[src/verilog/clkout_pkg.sv]
// Register map, field layout and encodings of the clock output and oscillator interrupt block.
package clkout_pkg;

  // ----------------------------------------------------------------
  // Register byte offsets.
  // ----------------------------------------------------------------
  localparam logic [7:0] IRQ_ENABLE_OFFSET = 8'h00;
  localparam logic [7:0] CLOCK_OUT_OFFSET = 8'h04;
  localparam logic [7:0] IRQ_STATUS_OFFSET = 8'h08;
  localparam logic [7:0] IRQ_CLEAR_OFFSET = 8'h0c;

  // ----------------------------------------------------------------
  // Interrupt enable, status and clear layout.
  // ----------------------------------------------------------------
  localparam int INT_STABLE_BIT = 0;
  localparam int LS_STABLE_BIT = 1;
  localparam int HS_STABLE_BIT = 2;
  localparam int TRIM_DONE_BIT = 4;
  localparam int LS_STOP_BIT = 5;
  localparam logic [15:0] IRQ_BITS_MASK = 16'h0037;
  localparam logic [15:0] IRQ_ENABLE_RESET = 16'h0000;
  localparam logic [15:0] IRQ_STATUS_RESET = 16'h0000;

  // ----------------------------------------------------------------
  // Clock output control layout.
  // ----------------------------------------------------------------
  localparam int GATE_BIT = 0;
  localparam int SRC_LSB = 2;
  localparam int SRC_MSB = 3;
  localparam int DIV_LSB = 4;
  localparam int DIV_MSB = 6;
  localparam logic [15:0] CTRL_BITS_MASK = 16'h007d;
  localparam logic [15:0] CTRL_RESET = 16'h0000;

  // ----------------------------------------------------------------
  // Source codes and divider exponents.
  // ----------------------------------------------------------------
  localparam logic [1:0] SRC_INTERNAL = 2'h0;
  localparam logic [1:0] SRC_LOWSPEED = 2'h1;
  localparam logic [1:0] SRC_HIGHSPEED = 2'h2;
  localparam logic [1:0] SRC_SYSTEM = 2'h3;
  localparam logic [3:0] LS_EXP_256 = 4'h8;
  localparam logic [3:0] LS_EXP_1024 = 4'ha;
  localparam logic [3:0] LS_EXP_4096 = 4'hc;
  localparam logic [3:0] LS_EXP_32768 = 4'hf;
  localparam int DIV_CNT_W = 15;

endpackage

[src/verilog/clock_out_divider_irq_enable.sv]
// Oscillator interrupt enables and divided external clock output behind an APB slave.
//
// Functional notes
// [RL1] The enable register holds a readable low-speed stop and an internal trim-done enable.
// [RL2] Enable bits 2, 1 and 0 enable the high-speed, low-speed and internal stable interrupts.
// [RL3] Control bits 3-2 pick the output source: internal, low-speed, high-speed or system clock.
// [RL4] Control bits 6-4 divide the internal or high-speed source by two to the field's power.
// [RL5] Low-speed codes 4 to 7 divide by 256 to 32768 and the system clock allows only code 0.
// [RL6] With the system clock selected the output stops while standby stops that clock.
// [RL7] Control bit 0 gates the divided clock onto the output pin and reads back.
// [RL8] The gate acts without alignment to the divided clock, so a short pulse can appear.
// [RL9] Reserved bits read as zero, ignore writes, and all fields clear on reset.
`timescale 1ns/10ps
module clock_out_divider_irq_enable
  import clkout_pkg::*;
(
  // Clock and reset.
  input wire logic pclk,
  input wire logic presetn,
  // APB slave.
  input wire logic [7:0] paddr,
  input wire logic psel,
  input wire logic penable,
  input wire logic pwrite,
  input wire logic [31:0] pwdata,
  output logic [31:0] prdata,
  output logic pready,
  output logic pslverr,
  // Clock sources, sampled as plain levels.
  input wire logic internal_osc_clock,
  input wire logic lowspeed_osc_clock,
  input wire logic highspeed_osc_clock,
  input wire logic system_clock,
  // Standby state from the power controller.
  input wire logic standby_active,
  // Oscillator event pulses.
  input wire logic lowspeed_stop_event,
  input wire logic internal_trim_done_event,
  input wire logic highspeed_stable_event,
  input wire logic lowspeed_stable_event,
  input wire logic internal_stable_event,
  // Per-source interrupt enables.
  output logic lowspeed_stop_irq_en,
  output logic internal_trim_done_irq_en,
  output logic highspeed_stable_irq_en,
  output logic lowspeed_stable_irq_en,
  output logic internal_stable_irq_en,
  // Interrupt and clock output.
  output logic irq,
  output logic clock_output_pin
);

  // ----------------------------------------------------------------
  // Declarations.
  // ----------------------------------------------------------------
  logic [15:0] inte_q;
  logic [15:0] inte_d;
  logic [15:0] ctrl_q;
  logic [15:0] ctrl_d;
  logic [15:0] status_q;
  logic [15:0] status_d;
  logic [31:0] prdata_q;
  logic [31:0] prdata_d;
  logic pready_q;
  logic pready_d;
  logic pslverr_q;
  logic pslverr_d;
  logic irq_q;
  logic irq_d;
  logic pin_q;
  logic pin_d;
  logic [15:0] event_vec;
  logic [15:0] clear_vec;
  logic [15:0] rd_word;
  logic setup_phase;
  logic wr_take;
  logic addr_hit;
  logic [3:0] src_sync;
  logic [1:0] src_sel;
  logic [2:0] div_sel;
  logic [3:0] div_exp;
  logic reserved_code;
  logic hold;
  logic src_level;
  logic div_out;
  logic gate;
  logic [15:0] wdata_lo;

  // ----------------------------------------------------------------
  // APB slave.
  // ----------------------------------------------------------------
  assign setup_phase = psel && !penable;
  assign wr_take = psel && penable && pready_q && pwrite && !pslverr_q;
  assign wdata_lo = pwdata[15:0];

  always_comb begin
    addr_hit = 1'b1;
    rd_word = 16'h0000;
    case (paddr)
      IRQ_ENABLE_OFFSET: begin
        rd_word = inte_q & IRQ_BITS_MASK; // [RL1] [RL2] [RL9]
      end
      CLOCK_OUT_OFFSET: begin
        rd_word = ctrl_q & CTRL_BITS_MASK; // [RL7] [RL9]
      end
      IRQ_STATUS_OFFSET: begin
        rd_word = status_q & IRQ_BITS_MASK;
      end
      IRQ_CLEAR_OFFSET: begin
        rd_word = 16'h0000;
      end
      default: begin
        addr_hit = 1'b0;
      end
    endcase
  end

  always_comb begin
    pready_d = setup_phase;
    pslverr_d = setup_phase && !addr_hit;
    prdata_d = prdata_q;
    if (setup_phase) begin
      prdata_d = (pwrite || !addr_hit) ? 32'h0000_0000 : {16'h0000, rd_word};
    end
  end

  always_ff @(posedge pclk or negedge presetn) begin
    if (!presetn) begin
      prdata_q <= 32'h0000_0000;
      pready_q <= 1'b0;
      pslverr_q <= 1'b0;
    end else begin
      prdata_q <= prdata_d;
      pready_q <= pready_d;
      pslverr_q <= pslverr_d;
    end
  end

  // ----------------------------------------------------------------
  // Registers and interrupt status.
  // ----------------------------------------------------------------
  always_comb begin
    event_vec = 16'h0000;
    event_vec[LS_STOP_BIT] = lowspeed_stop_event;
    event_vec[TRIM_DONE_BIT] = internal_trim_done_event;
    event_vec[HS_STABLE_BIT] = highspeed_stable_event;
    event_vec[LS_STABLE_BIT] = lowspeed_stable_event;
    event_vec[INT_STABLE_BIT] = internal_stable_event;
  end

  always_comb begin
    inte_d = inte_q;
    ctrl_d = ctrl_q;
    clear_vec = 16'h0000;
    if (wr_take) begin
      case (paddr)
        IRQ_ENABLE_OFFSET: begin
          inte_d = wdata_lo & IRQ_BITS_MASK; // [RL1] [RL2] [RL9]
        end
        CLOCK_OUT_OFFSET: begin
          ctrl_d = wdata_lo & CTRL_BITS_MASK; // [RL3] [RL7] [RL9]
        end
        IRQ_CLEAR_OFFSET: begin
          clear_vec = wdata_lo & IRQ_BITS_MASK;
        end
        default: begin
          clear_vec = 16'h0000;
        end
      endcase
    end
    status_d = (status_q & ~clear_vec) | event_vec;
    irq_d = |(status_d & inte_d);
  end

  always_ff @(posedge pclk or negedge presetn) begin
    if (!presetn) begin
      inte_q <= IRQ_ENABLE_RESET; // [RL9]
      ctrl_q <= CTRL_RESET; // [RL9]
      status_q <= IRQ_STATUS_RESET;
      irq_q <= 1'b0;
    end else begin
      inte_q <= inte_d;
      ctrl_q <= ctrl_d;
      status_q <= status_d;
      irq_q <= irq_d;
    end
  end

  assign lowspeed_stop_irq_en = inte_q[LS_STOP_BIT]; // [RL1]
  assign internal_trim_done_irq_en = inte_q[TRIM_DONE_BIT]; // [RL1]
  assign highspeed_stable_irq_en = inte_q[HS_STABLE_BIT]; // [RL2]
  assign lowspeed_stable_irq_en = inte_q[LS_STABLE_BIT]; // [RL2]
  assign internal_stable_irq_en = inte_q[INT_STABLE_BIT]; // [RL2]
  assign irq = irq_q;

  // ----------------------------------------------------------------
  // Clock output path.
  // ----------------------------------------------------------------
  bit_sync #(
    .W(4)
  ) u_src_sync (
    .pclk(pclk),
    .presetn(presetn),
    .async_in({system_clock, highspeed_osc_clock, lowspeed_osc_clock, internal_osc_clock}),
    .sync_out(src_sync)
  );

  assign src_sel = ctrl_q[SRC_MSB:SRC_LSB];
  assign div_sel = ctrl_q[DIV_MSB:DIV_LSB];
  assign gate = ctrl_q[GATE_BIT];
  assign src_level = src_sync[src_sel]; // [RL3]
  assign hold = (src_sel == SRC_SYSTEM) && standby_active; // [RL6]

  always_comb begin
    div_exp = {1'b0, div_sel}; // [RL4]
    reserved_code = 1'b0;
    case (src_sel)
      SRC_LOWSPEED: begin
        if (div_sel[2]) begin
          case (div_sel[1:0])
            2'h0: div_exp = LS_EXP_256; // [RL5]
            2'h1: div_exp = LS_EXP_1024; // [RL5]
            2'h2: div_exp = LS_EXP_4096; // [RL5]
            default: div_exp = LS_EXP_32768; // [RL5]
          endcase
        end
      end
      SRC_SYSTEM: begin
        div_exp = 4'h0;
        reserved_code = (div_sel != 3'h0); // [RL5]
      end
      default: begin
        div_exp = {1'b0, div_sel};
      end
    endcase
  end

  clkout_divider u_divider (
    .pclk(pclk),
    .presetn(presetn),
    .src_level(src_level),
    .div_exp(div_exp),
    .hold(hold),
    .div_out(div_out)
  );

  // The gate is applied straight to the divided level with no alignment.
  assign pin_d = gate && div_out && !reserved_code; // [RL7] [RL8]

  always_ff @(posedge pclk or negedge presetn) begin
    if (!presetn) begin
      pin_q <= 1'b0;
    end else begin
      pin_q <= pin_d;
    end
  end

  assign clock_output_pin = pin_q;
  assign prdata = prdata_q;
  assign pready = pready_q;
  assign pslverr = pslverr_q;
endmodule

[src/verilog/bit_sync.sv]
// Two-stage synchroniser for levels arriving from outside the pclk domain.
`timescale 1ns/10ps
module bit_sync #(
  parameter int W = 1
) (
  // Clock and reset.
  input wire logic pclk,
  input wire logic presetn,
  // Asynchronous levels in, synchronised levels out.
  input wire logic [W-1:0] async_in,
  output logic [W-1:0] sync_out
);

  logic [W-1:0] stage1_q;
  logic [W-1:0] stage2_q;

  always_ff @(posedge pclk or negedge presetn) begin
    if (!presetn) begin
      stage1_q <= '0;
      stage2_q <= '0;
    end else begin
      stage1_q <= async_in;
      stage2_q <= stage1_q;
    end
  end

  assign sync_out = stage2_q;

endmodule

[src/verilog/clkout_divider.sv]
// Power-of-two divider counting rising edges of a sampled source clock.
`timescale 1ns/10ps
module clkout_divider
  import clkout_pkg::*;
(
  // Clock and reset.
  input wire logic pclk,
  input wire logic presetn,
  // Source level, exponent and freeze.
  input wire logic src_level,
  input wire logic [3:0] div_exp,
  input wire logic hold,
  // Divided level.
  output logic div_out
);

  logic src_last_q;
  logic src_last_d;
  logic [DIV_CNT_W-1:0] cnt_q;
  logic [DIV_CNT_W-1:0] cnt_d;
  logic div_q;
  logic div_d;

  always_comb begin
    src_last_d = hold ? src_last_q : src_level;
    cnt_d = cnt_q;
    if (!hold && src_level && !src_last_q) begin
      cnt_d = cnt_q + {{(DIV_CNT_W-1){1'b0}}, 1'b1};
    end
    if (hold) begin
      div_d = div_q;
    end else if (div_exp == 4'h0) begin
      div_d = src_level;
    end else begin
      div_d = cnt_d[div_exp - 4'h1];
    end
  end

  always_ff @(posedge pclk or negedge presetn) begin
    if (!presetn) begin
      src_last_q <= 1'b0;
      cnt_q <= '0;
      div_q <= 1'b0;
    end else begin
      src_last_q <= src_last_d;
      cnt_q <= cnt_d;
      div_q <= div_d;
    end
  end

  assign div_out = div_q;

endmodule

[config.mk]
export PLATFORM = sky130hd
export DESIGN_NAME = clock_out_divider_irq_enable
export DESIGN_NICKNAME = d
export VERILOG_FILES = /design/src/verilog/clkout_pkg.sv /design/src/verilog/clock_out_divider_irq_enable.sv /design/src/verilog/bit_sync.sv /design/src/verilog/clkout_divider.sv
export SDC_FILE = /design/constraint.sdc
export NUM_CORES = 1
export LEC_CHECK = 0
export ABC_AREA = 1
export BUFFER_PORTS_ARGS = -buffer_cell sky130_fd_sc_hd__buf_2
export CAP_MARGIN = 25
export CORE_ASPECT_RATIO = 0.5
export CORE_MARGIN = 1.5
export CORE_UTILIZATION = 50
export DETAILED_ROUTE_END_ITERATION = 8
export MAX_ROUTING_LAYER = met4
export PLACE_DENSITY_LB_ADDON = 0.05
export SLEW_MARGIN = 20
export SYNTH_ARGS = -nofsm -noshare
export SYNTH_HDL_FRONTEND = slang
export SYNTH_SLANG_ARGS = --single-unit
export TNS_END_PERCENT = 1
[constraint.sdc]
create_clock -name pclk -period 2.8 [get_ports pclk]
set_clock_uncertainty 0.2 [all_clocks]
set_input_delay 0.42 -clock pclk [delete_from_list [all_inputs] [get_ports pclk]]
set_output_delay 0.42 -clock pclk [all_outputs]
set_load 0.03 [all_outputs]
Word-level counts from Yosys, hierarchy flattened
Index checks and enable logic that the tools add are counted.

word-level totals
  register bits = 99
  word-level logic and storage cells = 70

cells by class
  add/subtract/negate cells = 2
  order comparisons = 2
  equality and inequality tests = 7
  mux-type cells = 17
  bitwise operators = 4
  reduce and logical (&&, ||, !) cells = 25

operators by type and width
  cell                     number
  $and A16 B16 Y16         2
  $mux W16                 2
  $pmux W7 S3              1
  $eq A8 B4 Y1 const B     2
  $not A16 Y16             1
  $or A16 B6 Y16           1
  $reduce_or A16 Y1        1
  $add A15 B1 Y15 const B  1
  $mux W15                 1
  $mux W6                  2
  $logic_and A1 B1 Y1      11
  $pmux W3 S3              1
  $eq A8 B3 Y1 const B     1
  $logic_not A8 Y1         1
  $pmux W4 S2              1
  $mux W7                  1
  $logic_not A1 Y1         6
  $lt A4 B5 Y1 const B     1
  $mux W1                  5
  $bmux W1 S4              1
  $eq A2 B1 Y1 const B     2
  $eq A2 B2 Y1 const B     2
  $logic_not A4 Y1         1
  $mux W4                  1
  other kinds (8)          8

Depth between registers and ports, before layout
  word-level depth = 10
  gate-level depth with buffers = 16
  gate-level depth less buffers = 15

Cells and area by module
A second synthesis with hierarchy kept.

unflattened totals
  cells, all modules = 399
  area total of the unflattened synthesis = 3040.4 um2

modules (own cells, without submodules)
  module                        times used  cells an instance  area an instance (um2)
  clock_out_divider_irq_enable  1           209                1636.6
  clkout_divider                1           182                1203.7
  bit_sync                      1           8                  200.2

Worst setup path before layout
OpenSTA, ideal clock, no wires.

  path type = flip-flop to flip-flop
  start point = reg ctrl_q[5]
  end point = reg u_divider.div_q (netlist: u_divider.div_out)
  arrival = 1777 ps
  required time = 2535 ps
  setup slack = 758 ps
  cell stages (with the launch flop) = 14
  path buffers = 0
  clock period less this slack = 2042 ps
  cells stage by stage = dfrtp_1 inv_1 nand2_2 o211ai_4 ha_1 nor2_1 nand3_1 nand2_1 nor2_1 nand2_1 nand3b_1 nand3_1 nand2_1 nand2_1

on the way
  longest elaborated chain between the ends = 8
  elaborated cells on any way between the ends = 11
  classes of those cells = add/sub (1); eq/ne (2); mux (6); reduce/logical (2)

ends and longest elaborated chain
  what                                  RTL line                             RTL
  from (decl)                           clock_out_divider_irq_enable.sv:58   logic [15:0] ctrl_q;
  from (signal assigned)                clock_out_divider_irq_enable.sv:183  ctrl_q <= ctrl_d;
  $eq A2 B2 Y1 (tied with other cells)  clock_out_divider_irq_enable.sv:220  case (div_sel[1:0])
  $pmux W3 S3                           clock_out_divider_irq_enable.sv:220
  $mux W4                               clock_out_divider_irq_enable.sv:219  if (div_sel[2]) begin
  $pmux W4 S2 (*)                       clock_out_divider_irq_enable.sv:217  case (src_sel)
  $sub A4 B1 Y4                         clkout_divider.sv:35                 div_d = cnt_d[div_exp - 4'h1];
  $bmux W1 S4                           clkout_divider.sv:35
  $mux W1 (not written as such)         clkout_divider.sv:35
  $mux W1 (*)                           clkout_divider.sv:32                 end else if (div_exp == 4'h0) begin
  to (signal assigned)                  clkout_divider.sv:47                 div_q <= div_d;
  to (decl)                             clkout_divider.sv:21                 logic div_q;

Mark *: on every way between the ends. The rest lies on a longest branch, timed or not. The select of a mux whose other input is x is not followed.
A chain may end at the register's enable or synchronous reset.

Final worst setup path
  start point = reg ctrl_q[2]
  end point = reg u_divider.div_q (netlist: u_divider.div_out)

on the way
  longest elaborated chain between the ends = 9
  elaborated cells on any way between the ends = 15
  classes of those cells = add/sub (1); eq/ne (2); mux (7); reduce/logical (5)

ends and longest elaborated chain
  what
  branches (longest 9 deep; another with $sub A4 B1 Y4)

Several ways; the timed one is not identified. The select of a mux whose other input is x is not followed.

==> results.sh <==
export IMPL_antenna_found_initial=0
export IMPL_arrival_ns=2.53
export IMPL_p_seq_share_pct=47.7
export IMPL_firstDrtPassIters=4
export IMPL_leakage_nw=1.85
export IMPL_fin_nets=501
export IMPL_ys_types=40
export IMPL_p_total_mw=1.76
export IMPL_ys_seq_area_share_pct=42.4
export IMPL_slew_viol_final=0
export IMPL_power_share_clock_pct=40.0
export IMPL_hp_class="in -> reg"
export IMPL_cp_endpoint="u_divider.div_out$_DFFE_PN0P_"
export IMPL_grt_pass1_vias=2535
export IMPL_route_vias_total=2636
export IMPL_drc=0
export IMPL_fillCellCount=514
export IMPL_crit_required_ns=2.83
export IMPL_finalSetupViolations=0
export IMPL_placed_area_sq_um=3260
export IMPL_hold_ws_ns=0.0340
export IMPL_fmax_mhz=399
export IMPL_combPwrFrac_pct=12.4
export IMPL_layout_drive_gt1_share_pct=17.8
export IMPL_htreeDepth=2
export IMPL_rsz0062_at_grt="false"
export IMPL_slew_headroom_pct=56.7
export IMPL_tightest_slew_ns=0.650
export IMPL_core_area_sq_um=5680
export IMPL_peakVddDrop_uv=308
export IMPL_cts_tree="built"
export IMPL_dieHeight_um=58.4
export IMPL_clock_sinks=52
export IMPL_ys_seq_elements=52
export IMPL_fin_crit_sh_pct=89.4
export IMPL_crit_cells=12
export IMPL_ant_nets=0
export IMPL_start_kind="flop"
export IMPL_crit_fanout=8
export IMPL_first_iter_violations=181
export IMPL_min_period_ns=2.50
export IMPL_setup_worst_path_end_class="flop"
export IMPL_start_util_pct=54.0
export IMPL_grtUsageTotal_pct=22.2
export IMPL_place_inst=509
export IMPL_routedWlPerCell_um=13.0
export IMPL_finalSetupTns_ns=0
export IMPL_r2r_start="ctrl_q[2]$_DFFE_PN0P_"
export IMPL_overflow=0
export IMPL_netlist_area_sq_um=3070
export IMPL_critPathKind="reg -> reg"
export IMPL_reg2reg_slack_ns=0.30
export IMPL_place_congestion=0.870
export IMPL_powerDensity_nw_per_um2=513
export IMPL_diodes=0
export IMPL_cts_max_path_buffers=2
export IMPL_fp_dieArea_sq_um=6640
export IMPL_io_pins=96
export IMPL_syn_to_final_growth_pct=11.8
export IMPL_clk_pin_slew_ns=0.07
export IMPL_netSwitchingFraction_pct=27.2
export IMPL_grt_max_degree=53
export IMPL_dp_final_hpwl_um=5030
export IMPL_syn_area_per_cell_sq_um=7.76
export IMPL_crit_family="simple AND/OR/NAND/NOR gates"
export IMPL_cts_resized=0
export IMPL_status="finished clean"
export IMPL_worstRegToRegCells=12
export IMPL_crit_slowest_cell="dfrtp_1"
export IMPL_vias_per_cell=5.10
export IMPL_hold_violations=0
export IMPL_crit_top_cell="nand2_1"
export IMPL_cts_buffers=5
export IMPL_die_w_um=114
export IMPL_instances_no_fill=517
export IMPL_grt_pass1_wl_um=11400
export IMPL_final_area_sq_um=3430
export IMPL_cts_root_buf="clkbuf_16"
export IMPL_numPortBuffers=45
export IMPL_p_int_mw=1.28
export IMPL_synthCells=395
export IMPL_fp_row_count=19
export IMPL_netSwitchingPower_mw=0.479
export IMPL_cp_slowest_stage_delay_ns=0.58
export IMPL_rr_endpoint="u_divider.div_out$_DFFE_PN0P_"
export IMPL_ctsHoldBuffers=0
export IMPL_routed_wl_um=6710
export IMPL_crit_chain="nand2_2 -> o211ai_4 -> ha_1 -> nor2_1 -> nand3_1 -> nand2_1 -> nor2_1 -> nand2_1 -> nand3b_1 -> nand3_1 -> nand2_1 -> nand2_1"
export IMPL_synth_warnings=0
export IMPL_crit_start="ctrl_q[2]$_DFFE_PN0P_"
export IMPL_clk_latency_ns=0.29
export IMPL_cap_violations=0
export IMPL_cts_setup_buffers=0
export IMPL_worst_path_buf_inv=0
-- layout make-up --
| cell class | instances | area (sq um) | area share (%) |
|---|---|---|---|
| repair buffers | 46 | 233 | 6.79 |
| inverters | 51 | 196 | 5.73 |
| clock buffers | 6 | 129 | 3.76 |
| well taps | 73 | 91.3 | 2.66 |
| flip-flops and latches | 52 | 1300 | 38.0 |
| multi-input cells | 287 | 1440 | 42.0 |
| clock inverters | 2 | 38.8 | 1.13 |
-- power by group through the flow --
stage | registers (mW) | logic (mW) | clock network, mW
floorplan | 0.832 | 0.193 | 0
detailed placement | 0.850 | 0.217 | 0
CTS | 0.836 | 0.219 | 0.712
global route | 0.845 | 0.244 | 0.742
global placement | 0.849 | 0.212 | 0
finish | 0.838 | 0.217 | 0.703
-- cell families (layout without fill, tap and decap cells) --
family                     after synthesis  after routing  share of synthesized area, %
xor gates and xnor gates                 5              5                          1.43
buffers and inverters                   80            105                          13.6
adders and majority gates                3              3                          1.22
AOI/OAI and AO/OA                       44             44                          8.78
other                                    1             25                         0.122
and+or+nand+nor                        210            210                          32.4
DFF                                     52             52                          42.4
-- synthesized netlist by cell type (all sizes together) --
cell	instances	area share [%]
o21ai	24	4.3
nor2	36	5.2
inv	50	6.3
nor4	1	0.41
xor2	4	1.1
o211ai	1	0.69
nand2	117	16
dfrtp	52	42
clkbuf	1	0.12
nand3	38	6.9
nand4	9	1.8
o22ai	3	0.61
ha	3	1.2
xnor2	1	0.29
conb	1	0.12
nor3	6	1.5
buf	28	7.0
a21boi	1	0.24
nand3b	1	0.24
o21bai	4	0.98
clkinv	1	0.12
a221oi	1	0.29
nor3b	1	0.24
a21oi	9	1.5
a31oi	1	0.20
and2	1	0.20
-- worst min path at each step --
stage / from / end / slack [ns] / cells after the start
after floorplan: presetn / clock_output_pin$_DFF_PN0_ / -0.08 / 0
after global placement: u_src_sync.stage1_q[3]$_DFF_PN0_ / u_src_sync.sync_out[3]$_DFF_PN0_ / 0.13 / 0
after detailed placement: u_src_sync.stage1_q[2]$_DFF_PN0_ / u_src_sync.sync_out[2]$_DFF_PN0_ / 0.13 / 0
after CTS: highspeed_osc_clock / u_src_sync.stage1_q[2]$_DFF_PN0_ / 0.03 / 1
after global routing: highspeed_osc_clock / u_src_sync.stage1_q[2]$_DFF_PN0_ / 0.03 / 1
final: highspeed_osc_clock / u_src_sync.stage1_q[2]$_DFF_PN0_ / 0.03 / 1
-- registers in the layout (all words and copies together) (netlist names), 4 cells and up --
name / count
ctrl_q: 6
inte_q: 5
prdata: 7
status_q: 5
u_divider.cnt_q: 15
u_src_sync.stage1_q: 4
u_src_sync.sync_out: 4
-- worst reg2reg max path, stage by stage (launching register included) --
cell      delay [ns]
dfrtp_1         0.58
nand2_2         0.13
o211ai_4        0.29
ha_1            0.37
nor2_1          0.31
nand3_1         0.13
nand2_1         0.07
nor2_1          0.04
nand2_1         0.05
nand3b_1        0.08
nand3_1         0.08
nand2_1         0.05
nand2_1         0.05
-- stage by stage --
step                      utilization, %  worst slack (ns)
after floorplan                        -             0.758
after global placement              57.4             0.339
after detailed placement            57.4             0.339
after CTS                           60.3             0.324
after global routing                60.3             0.149
final                               60.3             0.296
-- placed cells by master (no fill, tap or decap), types with 3 or more instances in the layout --
cell type / instances
conb_1: 25
nor3_1: 4
nand2_4: 4
xor2_1: 4
nand2_2: 7
nand2_1: 106
ha_1: 3
nand4_1: 9
inv_1: 47
o21ai_0: 21
o21bai_1: 4
a21oi_1: 9
clkbuf_16: 5
nor2_2: 3
o22ai_1: 3
dfrtp_1: 52
nor2_1: 32
buf_2: 45
nand3_1: 35
-- layer usage --
layer | routed length (um) | track usage, %
met1 | 3190 | 29.1
met2 | 3150 | 38.4
met3 | 355 | 3.91
met4 | 17 | 2.14
met5 | 0 | -
Note: power is estimated with default switching activity, not from simulation.
